File: config.mk
export PLATFORM = sky130hd
export DESIGN_NAME = smrc_top
export DESIGN_NICKNAME = d
export VERILOG_FILES = /design/src/smrc_pkg.sv /design/src/smrc_top.sv
export VERILOG_INCLUDE_DIRS = /design/src
export SDC_FILE = /design/constraint.sdc
export NUM_CORES = 1
export LEC_CHECK = 0
export ABC_CLOCK_PERIOD_IN_PS = 2630
export BUFFER_PORTS_ARGS = -buffer_cell sky130_fd_sc_hd__buf_2
export CAP_MARGIN = 20
export CORE_MARGIN = 2
export CORE_UTILIZATION = 35
export DETAILED_ROUTE_END_ITERATION = 7
export SETUP_SLACK_MARGIN = 0.02
export SLEW_MARGIN = 30
export SYNTH_ARGS = -nofsm -noshare
export SYNTH_HDL_FRONTEND = slang
export SYNTH_SLANG_ARGS = --single-unit
File: constraint.sdc
create_clock -name pclk -period 2.63 [get_ports pclk]
set_input_delay 0.6575 -clock pclk [delete_from_list [all_inputs] [get_ports pclk]]
set_output_delay 0.6575 -clock pclk [all_outputs]
set_load 0.02 [all_outputs]
File: src/smrc_regs.svh
/*
 * register offsets, field positions, reset values and timing counts for the
 * sleep mode and reset control block.
 * assumes an apb slave with 32-bit data, one register per aligned word.
 */
`ifndef SMRC_REGS_SVH
`define SMRC_REGS_SVH

// byte offsets
`define SMRC_CTRL_OFF 12'h000
`define SMRC_STAT_OFF 12'h004
`define SMRC_PULL_OFF 12'h008
`define SMRC_DIR_OFF 12'h00C
`define SMRC_OUT_OFF 12'h010
`define SMRC_PIN_OFF 12'h014

// control fields
`define SMRC_CTRL_SE_BIT 0
`define SMRC_CTRL_SM_LSB 1
`define SMRC_CTRL_ADCEN_BIT 4
`define SMRC_CTRL_RST 32'h0000_0000

// status fields
`define SMRC_STAT_SLEEP_BIT 0
`define SMRC_STAT_MODE_LSB 1
`define SMRC_STAT_FUSE_BIT 4
`define SMRC_STAT_EXTRF_BIT 5

// port register reset value
`define SMRC_PORT_RST 32'h0000_0000

// minimum external reset pulse, ns, and derived cycle count (rounded up)
`define SMRC_RST_MIN_NS 1500
`define SMRC_CLK_NS 8
`define SMRC_RST_MIN_CYC ((`SMRC_RST_MIN_NS + `SMRC_CLK_NS - 1) / `SMRC_CLK_NS)

`endif

File: src/smrc_pkg.sv
/*
 * types for the sleep mode and reset control block.
 * assumes smrc_regs.svh for register constants; mode and state codes are set here.
 */
package smrc_pkg;

    // sleep mode encodings as written by software
    typedef enum logic [2:0] {
        SMRC_SM_IDLE = 3'h0,
        SMRC_SM_ADCNR = 3'h1,
        SMRC_SM_PDOWN = 3'h2,
        SMRC_SM_PSAVE = 3'h3,
        SMRC_SM_STBY = 3'h6,
        SMRC_SM_XSTBY = 3'h7
    } smrc_mode_t;

    // sequencer states, gray along run -> sleep -> wake
    typedef enum logic [1:0] {
        SMRC_ST_RUN = 2'b00,
        SMRC_ST_SLEEP = 2'b01,
        SMRC_ST_WAKE = 2'b11
    } smrc_state_t;

    // clock and function gate enables
    typedef struct packed {
        logic cpu;
        logic io;
        logic osc;
        logic async_tmr;
        logic adc;
    } smrc_gates_t;

    // legacy compatibility controls to peripherals
    typedef struct packed {
        logic wdt_timed_seq_en;
        logic rx_double_buf_en;
    } smrc_compat_t;

endpackage : smrc_pkg

File: src/smrc_top.sv
/*
 * sleep mode and reset control: sleep mode gating, external reset filter,
 * port tri-state in reset, pull-up selection, legacy compatibility outputs.
 * assumes an apb master on pclk, pins pass in from outside the clock domain,
 * and the cpu raises sleep_req when it executes its sleep instruction.
 */
// The register addresses and register access over APB were chosen for this implementation.
`timescale 1ns/1ps
`include "smrc_regs.svh"

// What this block does
// - six software selected power saving modes
// - idle halts cpu, peripherals keep running
// - power-down freezes oscillator until wake
// - power-save keeps asynchronous timer counting
// - adc noise mode keeps timer and adc
// - standby keeps main oscillator running
// - extended standby keeps oscillator and timer
// - legacy fuse disables watchdog timed sequence
// - legacy fuse disables receive double buffering
// - ports tri-state whenever reset is active
// - long external reset low resets, clockless
// - per-bit pull-up enable on each port
// - first port analog unless converter unused
module smrc_top
    import smrc_pkg::*;
(
    // apb
    input wire logic pclk,
    input wire logic presetn,
    input wire logic psel,
    input wire logic penable,
    input wire logic pwrite,
    input wire logic [11:0] paddr,
    input wire logic [31:0] pwdata,
    output logic [31:0] prdata,
    output logic pready,
    output logic pslverr,
    // cpu and wake sources
    input wire logic sleep_req,
    input wire logic wake_irq,
    input wire logic legacy_compat_fuse,
    // external reset pin
    input wire logic ext_reset_n,
    output logic sys_reset_n,
    // oscillator pins
    input wire logic oscillator_input_pin,
    output logic oscillator_output_pin,
    // gates and compatibility controls
    output smrc_gates_t gates,
    output smrc_compat_t compat,
    // four ports, 8 bits each; port 0 is analog_shared_port_pins
    input wire logic [31:0] port_in,
    output logic [31:0] port_out,
    output logic [31:0] port_oe,
    output logic [31:0] port_pullup,
    output logic [7:0] analog_shared_port_pins_ana_en
);

    localparam int unsigned RST_MIN = `SMRC_RST_MIN_CYC;

    smrc_state_t state_q;
    smrc_mode_t mode_q;
    logic sleep_en_q;
    logic adc_en_q;
    logic [31:0] pull_q;
    logic [31:0] dir_q;
    logic [31:0] out_q;
    logic [1:0] ext_sync_q;
    logic [1:0] wake_sync_q;
    logic [1:0] fuse_sync_q;
    logic [31:0] pin_s1_q;
    logic [31:0] pin_s2_q;
    logic [15:0] rst_cnt_q;
    logic ext_rst_q;
    logic extrf_q;
    logic wake_now;
    logic wr_en;
    logic rd_en;
    logic [31:0] rd_d;
    logic err_d;

    // decode mode to legal; unused codes are not stored and the previous mode is kept
    function automatic logic mode_legal(input logic [2:0] m);
        case (m)
            SMRC_SM_IDLE, SMRC_SM_ADCNR, SMRC_SM_PDOWN,
            SMRC_SM_PSAVE, SMRC_SM_STBY, SMRC_SM_XSTBY: mode_legal = 1'b1;
            default: mode_legal = 1'b0;
        endcase
    endfunction : mode_legal

    // gate enables for a mode while asleep
    function automatic smrc_gates_t sleep_gates(input smrc_mode_t m);
        smrc_gates_t g;
        g = '0;
        case (m)
            SMRC_SM_IDLE: g = '{cpu: 1'b0, io: 1'b1, osc: 1'b1, async_tmr: 1'b1, adc: 1'b1};
            SMRC_SM_ADCNR: g = '{cpu: 1'b0, io: 1'b0, osc: 1'b1, async_tmr: 1'b1, adc: 1'b1};
            SMRC_SM_PDOWN: g = '0;
            SMRC_SM_PSAVE: g = '{cpu: 1'b0, io: 1'b0, osc: 1'b0, async_tmr: 1'b1, adc: 1'b0};
            SMRC_SM_STBY: g = '{cpu: 1'b0, io: 1'b0, osc: 1'b1, async_tmr: 1'b0, adc: 1'b0};
            SMRC_SM_XSTBY: g = '{cpu: 1'b0, io: 1'b0, osc: 1'b1, async_tmr: 1'b1, adc: 1'b0};
            default: g = '1;
        endcase
        sleep_gates = g;
    endfunction : sleep_gates

    // synchronisers for pins and asynchronous sources
    always_ff @(posedge pclk or negedge presetn) begin
        if (!presetn) begin
            ext_sync_q <= 2'b11;
            wake_sync_q <= 2'b00;
            fuse_sync_q <= 2'b00;
            pin_s1_q <= 32'h0000_0000;
            pin_s2_q <= 32'h0000_0000;
        end else begin
            ext_sync_q <= {ext_sync_q[0], ext_reset_n};
            wake_sync_q <= {wake_sync_q[0], wake_irq};
            fuse_sync_q <= {fuse_sync_q[0], legacy_compat_fuse};
            pin_s1_q <= port_in;
            pin_s2_q <= pin_s1_q;
        end
    end

    // external reset pulse filter: low for the minimum length latches reset
    always_ff @(posedge pclk or negedge presetn) begin
        if (!presetn) begin
            rst_cnt_q <= 16'h0000;
            ext_rst_q <= 1'b0;
        end else if (ext_sync_q[1]) begin
            rst_cnt_q <= 16'h0000;
            ext_rst_q <= 1'b0;
        end else if (rst_cnt_q < 16'(RST_MIN)) begin
            rst_cnt_q <= rst_cnt_q + 16'h0001;
        end else begin
            ext_rst_q <= 1'b1;
        end
    end

    // the pin also acts with no clock: a long low reaches reset directly
    assign sys_reset_n = presetn & ~ext_rst_q & ext_reset_n;

    // oscillator amplifier: inverted input while the oscillator runs
    assign oscillator_output_pin = gates.osc ? ~oscillator_input_pin : 1'b0;

    assign wake_now = wake_sync_q[1];

    // sleep sequencer
    always_ff @(posedge pclk or negedge presetn) begin
        if (!presetn) begin
            state_q <= SMRC_ST_RUN;
        end else begin
            case (state_q)
                SMRC_ST_RUN: begin
                    if (sleep_req && sleep_en_q && !wake_now) begin
                        state_q <= SMRC_ST_SLEEP;
                    end
                end
                SMRC_ST_SLEEP: begin
                    // an interrupt or a latched external reset ends any sleep
                    if (wake_now || ext_rst_q) begin
                        state_q <= SMRC_ST_WAKE;
                    end
                end
                SMRC_ST_WAKE: state_q <= SMRC_ST_RUN;
                default: state_q <= SMRC_ST_RUN;
            endcase
        end
    end

    // gate outputs; all clocks return on wake, nothing else is touched
    always_comb begin
        if (state_q == SMRC_ST_SLEEP) begin
            gates = sleep_gates(mode_q);
        end else begin
            gates = '1;
        end
    end

    // legacy compatibility controls
    assign compat.wdt_timed_seq_en = ~fuse_sync_q[1];
    assign compat.rx_double_buf_en = ~fuse_sync_q[1];

    // ports: released only when out of reset, as an async term
    always_comb begin
        port_oe = sys_reset_n ? dir_q : 32'h0000_0000;
        port_out = sys_reset_n ? out_q : 32'h0000_0000;
        port_pullup = sys_reset_n ? (pull_q & ~dir_q) : 32'h0000_0000;
        if (adc_en_q) begin
            port_oe[7:0] = 8'h00;
            port_pullup[7:0] = 8'h00;
        end
    end
    assign analog_shared_port_pins_ana_en = adc_en_q ? 8'hFF : 8'h00;

    // apb access
    assign pready = 1'b1;
    assign wr_en = psel & penable & pwrite;
    assign rd_en = psel & ~penable & ~pwrite;

    // register writes
    always_ff @(posedge pclk or negedge presetn) begin
        if (!presetn) begin
            sleep_en_q <= 1'b0;
            mode_q <= SMRC_SM_IDLE;
            adc_en_q <= 1'b0;
            pull_q <= `SMRC_PORT_RST;
            dir_q <= `SMRC_PORT_RST;
            out_q <= `SMRC_PORT_RST;
        end else if (wr_en) begin
            if (paddr == `SMRC_CTRL_OFF) begin
                sleep_en_q <= pwdata[`SMRC_CTRL_SE_BIT];
                if (mode_legal(pwdata[`SMRC_CTRL_SM_LSB +: 3])) begin
                    mode_q <= smrc_mode_t'(pwdata[`SMRC_CTRL_SM_LSB +: 3]);
                end
                adc_en_q <= pwdata[`SMRC_CTRL_ADCEN_BIT];
            end else if (paddr == `SMRC_PULL_OFF) begin
                pull_q <= pwdata;
            end else if (paddr == `SMRC_DIR_OFF) begin
                dir_q <= pwdata;
            end else if (paddr == `SMRC_OUT_OFF) begin
                out_q <= pwdata;
            end
        end
    end

    // sticky external reset flag, cleared by writing one; set wins
    always_ff @(posedge pclk or negedge presetn) begin
        if (!presetn) begin
            extrf_q <= 1'b0;
        end else if (ext_rst_q) begin
            extrf_q <= 1'b1;
        end else if (wr_en && paddr == `SMRC_STAT_OFF && pwdata[`SMRC_STAT_EXTRF_BIT]) begin
            extrf_q <= 1'b0;
        end
    end

    // read mux
    always_comb begin
        rd_d = 32'h0000_0000;
        err_d = 1'b0;
        if (paddr == `SMRC_CTRL_OFF) begin
            rd_d[`SMRC_CTRL_SE_BIT] = sleep_en_q;
            rd_d[`SMRC_CTRL_SM_LSB +: 3] = mode_q;
            rd_d[`SMRC_CTRL_ADCEN_BIT] = adc_en_q;
        end else if (paddr == `SMRC_STAT_OFF) begin
            rd_d[`SMRC_STAT_SLEEP_BIT] = (state_q == SMRC_ST_SLEEP);
            rd_d[`SMRC_STAT_MODE_LSB +: 3] = mode_q;
            rd_d[`SMRC_STAT_FUSE_BIT] = fuse_sync_q[1];
            rd_d[`SMRC_STAT_EXTRF_BIT] = extrf_q;
        end else if (paddr == `SMRC_PULL_OFF) begin
            rd_d = pull_q;
        end else if (paddr == `SMRC_DIR_OFF) begin
            rd_d = dir_q;
        end else if (paddr == `SMRC_OUT_OFF) begin
            rd_d = out_q;
        end else if (paddr == `SMRC_PIN_OFF) begin
            rd_d = pin_s2_q;
        end else begin
            err_d = 1'b1;
        end
    end

    // read data registered in setup, stands through access
    always_ff @(posedge pclk or negedge presetn) begin
        if (!presetn) begin
            prdata <= 32'h0000_0000;
        end else if (rd_en) begin
            prdata <= rd_d;
        end
    end

    assign pslverr = psel & penable & err_d;

    // checks
    a_idle_cpu_off: assert property (@(posedge pclk) disable iff (!presetn)
        (state_q == SMRC_ST_SLEEP && mode_q == SMRC_SM_IDLE) |-> (!gates.cpu && gates.io))
        else $error("idle gating wrong");
    a_pdown_all_off: assert property (@(posedge pclk) disable iff (!presetn)
        (state_q == SMRC_ST_SLEEP && mode_q == SMRC_SM_PDOWN) |-> (gates == '0))
        else $error("power-down gating wrong");
    a_psave_tmr_on: assert property (@(posedge pclk) disable iff (!presetn)
        (state_q == SMRC_ST_SLEEP && mode_q == SMRC_SM_PSAVE) |-> (gates.async_tmr && !gates.osc))
        else $error("power-save gating wrong");
    a_adcnr_gates: assert property (@(posedge pclk) disable iff (!presetn)
        (state_q == SMRC_ST_SLEEP && mode_q == SMRC_SM_ADCNR) |-> (gates.adc && !gates.io))
        else $error("adc noise gating wrong");
    a_stby_osc_on: assert property (@(posedge pclk) disable iff (!presetn)
        (state_q == SMRC_ST_SLEEP && mode_q == SMRC_SM_STBY) |-> (gates.osc && !gates.async_tmr))
        else $error("standby gating wrong");
    a_xstby_gates: assert property (@(posedge pclk) disable iff (!presetn)
        (state_q == SMRC_ST_SLEEP && mode_q == SMRC_SM_XSTBY) |-> (gates.osc && gates.async_tmr))
        else $error("extended standby gating wrong");
    a_fuse_compat: assert property (@(posedge pclk) disable iff (!presetn)
        fuse_sync_q[1] |-> (compat == 2'b00))
        else $error("legacy fuse not applied");
    a_wake_restore: assert property (@(posedge pclk) disable iff (!presetn)
        (state_q == SMRC_ST_SLEEP && wake_now) |=> (state_q == SMRC_ST_WAKE) ##1 (gates == '1))
        else $error("wake did not restore clocks");
    a_reset_tristate: assert property (@(posedge pclk) disable iff (!presetn)
        ext_rst_q |-> (port_oe == 32'h0000_0000))
        else $error("ports driven in reset");

    // checks on compatibility, reset, ports and sequencing
    a_fuse_rx_single: assert property (@(posedge pclk) disable iff (!presetn)
        fuse_sync_q[1] |-> !compat.rx_double_buf_en)
        else $error("receive double buffering kept with fuse");
    a_nofuse_compat: assert property (@(posedge pclk) disable iff (!presetn)
        !fuse_sync_q[1] |-> (compat == 2'b11))
        else $error("compatibility controls active without fuse");
    a_reset_quiet: assert property (@(posedge pclk) disable iff (!presetn)
        !sys_reset_n |-> ((port_oe | port_out | port_pullup) == 32'h0000_0000))
        else $error("port outputs active in reset");
    a_long_rst_out: assert property (@(posedge pclk) disable iff (!presetn)
        ext_rst_q |-> !sys_reset_n)
        else $error("latched reset not driven out");
    a_rst_cnt_bound: assert property (@(posedge pclk) disable iff (!presetn)
        rst_cnt_q <= 16'(RST_MIN))
        else $error("reset filter counter overran");
    a_extrf_sticky: assert property (@(posedge pclk) disable iff (!presetn)
        ext_rst_q |=> extrf_q)
        else $error("external reset flag not set");
    a_pullup_input: assert property (@(posedge pclk) disable iff (!presetn)
        (port_pullup & port_oe) == 32'h0000_0000)
        else $error("pull-up on a driven pin");
    a_analog_no_drive: assert property (@(posedge pclk) disable iff (!presetn)
        adc_en_q |-> ((port_oe[7:0] | port_pullup[7:0]) == 8'h00 && analog_shared_port_pins_ana_en == 8'hFF))
        else $error("analog port still digital");
    a_mode_legal: assert property (@(posedge pclk) disable iff (!presetn)
        mode_legal(mode_q))
        else $error("illegal sleep mode stored");
    a_sleep_entry: assert property (@(posedge pclk) disable iff (!presetn)
        (state_q == SMRC_ST_RUN && sleep_req && sleep_en_q && !wake_now) |=> (state_q == SMRC_ST_SLEEP))
        else $error("sleep request not taken");
    a_reset_wakes: assert property (@(posedge pclk) disable iff (!presetn)
        (state_q == SMRC_ST_SLEEP && ext_rst_q) |=> (state_q == SMRC_ST_WAKE))
        else $error("external reset did not wake");
    a_osc_stopped: assert property (@(posedge pclk) disable iff (!presetn)
        !gates.osc |-> !oscillator_output_pin)
        else $error("oscillator output runs while frozen");
    a_awake_all_on: assert property (@(posedge pclk) disable iff (!presetn)
        (state_q != SMRC_ST_SLEEP) |-> (gates == '1))
        else $error("clocks gated while awake");
    a_wake_to_run: assert property (@(posedge pclk) disable iff (!presetn)
        (state_q == SMRC_ST_WAKE) |=> (state_q == SMRC_ST_RUN))
        else $error("wake did not return to run");

endmodule : smrc_top
==> impl_results.md <==
* Switch share at 22.0%
* Power share of the combinational group at 5.1%
* Layout net count at 1,106
* Leak Pwr at 6.33 nW
* Post-Syn Area at 9880 um2
* Worst setup SP type: flip-flop
* FILL cells at 2,624
* Core area at 27,800 um2
* H-tree depth at 1
* Slew Viols, Final at 0
* Delay-heaviest family, CP: buffers and inverters
* Mapped Avg Cell Area at 12.5 um2
* Post-place instance area at 11,500 um2
* # clock sinks at 223
* Synth async-reset ratio at 100%
* Max Buffers Root-to-Sink at 3
* Outcome: finished clean
* Max frequency at 393 MHz
* I/O pin count at 233
* Ranking of synthesized cells by area: dfrtp_1 (56%), mux2_2 (11%), nor4bb_1 (4.9%), and2_1 (4.1%), nor3b_1 (2.4%)
* Hold Crit Class: in -> async
* CP Buf/Inv Count at 3
* Syn nets at 877
* R2R setup slack at 0.69 ns
* CTS tree: built
* Most frequent cells in the layout: buf_2 (229), dfrtp_1 (221), mux2_2 (99), and2_1 (60), nor4bb_1 (48)
* Drt pass-1 iters at 4
* Yosys warns at 0
* CP max stage delay at 0.37 ns
* Slew headroom at 52.8%
* Synth Instances at 790
* TritonCTS Buffers at 26
* Pin count of the biggest net entering global routing at 132
* Via count at 7,175
* VDD IR max at 425 uV
* Die extent in y at 172 um
* Routability-driven placement congestion ratio at 0.773
* First-pass GRT wire length at 43.1 mm
* CP max FO at 24
* Synth top area share at 56.0%
* Area Growth Syn to Fin at 26.8%
* Pwr Total at 7.69 mW
* Row cnt at 61
* P_int at 5.99 mW
* Critical Path, Cell by Cell: inv_2 -> nand3_4 -> buf_12 -> nor3b_1 -> buf_2
* Wire length per cell at 20.2 um
* Hold violation count in the final report at 0
* Crit. End Element: output pin
* Maxcap violations at 0
* Fin area at 12,500 um2
* Worst-Skew Late Latency at 0.53 ns
* FF-to-FF Start: rst_cnt_q[12]
* Worst R2R End: rst_cnt_q[5]
* Final setup fails at 0
* Synth area leader: dfrtp_1
* Chip width at 172 um
* Register area share after synthesis at 56.5%
* 1st-iter DRT viols at 397
* RSZ-0062 raised after global routing: true
* Setup CP Type: reg -> out
* DP HPWL at 19.2 mm
* Detailed-route DRC error count at 0
* EDFF count, synth at 0
* Vias in the first global route at 7,386
* Layout cells sized above 1 at 42.8%
* Clock Power Share at 49.0%
* Port bufs at 231
* Aggregate global routing overflow at 0
* P_sw at 1.69 mW
* Synth cell types at 58
* Min Clock Period, post-route at 2.54 ns
* GRT Overall Usage at 19.1%
* Reg clk slew, reported paths at 0.06 ns
* Fin Hold WS at 0.105 ns
* Main flop type after synthesis: dfrtp_1
* Synth Register Bits at 223
* Total wire length at 28.6 mm
* Final Skew at 0.0109 ns
* WP data arrival at 1.89 ns
* Die area at 29,600 um2
* Final Cycle Share at 96.7%
* Flop pwr share at 45.9%
* Critical-path top delay cell: dfrtp_1
* Commonest non-fill, non-tap cell in the layout: buf_2
* Cell Pwr Density at 614 nW/um2
* Register-to-Register Path Depth at 4
* Vias/cell at 5.07
* DRT antenna net count at 0
* Worst Tran Pin Value at 0.708 ns
* Worst path required time at 1.97 ns
* Clock root cell: clkbuf_16
* Post-CTS setup buffers at 0
* Starting density of the core at 35.6%
* Initial antenna violation count at 3
-- per-stage QoR --
step / setup WS (ns) / cells / setup TNS [ns] / util, %
after floorplan: 0.182 / 790 / 0 / -
final: 0.0866 / 1415 / 0 / 45.1
after global routing: 0.0116 / 1414 / 0 / 45.1
after global placement: 0.145 / 1368 / 0 / 41.5
after detailed placement: 0.124 / 1368 / 0 / 41.5
after CTS: -0.0163 / 1413 / -0.0514 / 44.9
-- worst register-to-register path: cells and delay by family, from the launching register on --
| kind | cells | cell delay (ns) |
|---|---|---|
| simple gates | 2 | 0.76 |
| compound gates | 1 | 0.40 |
| flops | 1 | 0.38 |
| mux | 1 | 0.29 |
-- worst max path at each step --
stage	start	to	slack [ns]	cells after the start
after floorplan	paddr[0]	pslverr	0.18	6
after detailed placement	ext_reset_n	port_oe[5]	0.12	5
after global placement	paddr[0]	pslverr	0.15	6
final	ext_rst_q	port_pullup[14]	0.09	5
after global routing	ext_rst_q	port_oe[0]	0.01	5
after CTS	ext_rst_q	port_pullup[3]	-0.02	6
-- power by group through the flow --
| stage | Clock, mW | Sequential [mW] | Combinational (mW) |
|---|---|---|---|
| after floorplan | 0 | 3.58 | 0.143 |
| final | 3.77 | 3.53 | 0.393 |
| after detailed placement | 0 | 3.59 | 0.389 |
| after global routing | 4.01 | 3.53 | 0.438 |
| after CTS | 3.86 | 3.53 | 0.392 |
| after global placement | 0 | 3.59 | 0.386 |
-- logic make-up after synthesis --
family          Yosys count  share of synthesized area [%]
mux                     111                           12.6
simple gates            253                           17.7
other cells               1                         0.0380
fa+ha+maj                 1                          0.127
xor+xnor                  3                          0.266
compound gates          119                           8.70
flops                   223                           56.5
buf+inv                  79                           4.09
-- synth_stat cells, drive strengths merged, types with 7 or more instances --
cell type	number
nand3	7
mux2i	7
and2	64
buf	32
nor2	17
nor4bb	48
nor2b	15
mux2	104
nor3b	32
a211o	24
a22oi	27
o21ai	34
dfrtp	221
nand2	36
a21oi	8
inv	9
clkbuf	38
-- routing by layer --
| layer | GRT usage, % | vias up | wire, um |
|---|---|---|---|
| met1 | 25.7 | 3602 | 12400 |
| met5 | 0 | - | 30 |
| met4 | 4.71 | 4 | 622 |
| met3 | 4.05 | 42 | 1920 |
| li1 | - | 3303 | - |
| met2 | 31.5 | 224 | 13700 |
-- flip-flops by register name, indices dropped and copies added (netlist names) --
register	count
adc_en_q	1
dir_q	32
ext_rst_q	1
ext_sync_q	2
extrf_q	1
fuse_sync_q	2
mode_q	3
out_q	32
pin_s1_q	32
pin_s2_q	32
prdata	32
pull_q	32
rst_cnt_q	16
sleep_en_q	1
state_q	2
wake_sync_q	2
-- what timing repair did --
item                                    in CTS  in global routing
gates cloned                                 0                  1
resized for setup                           11                  7
pin swaps                                    0                  0
endpoints found under the setup margin      68                 74
hold buffers                                 0                  0
-- final cells by class --
class / count / area, um2 / area share [%]
flip-flops and latches: 223 / 5580 / 44.6
multi-input cells: 488 / 3960 / 31.6
repair buffers: 271 / 1570 / 12.5
clock buffers: 38 / 756 / 6.03
well taps: 378 / 473 / 3.78
clock inverters: 7 / 146 / 1.17
inverters: 9 / 38.8 / 0.310
diodes: 1 / 2.50 / 0.0200
Note: power is estimated with default switching activity, not from simulation.
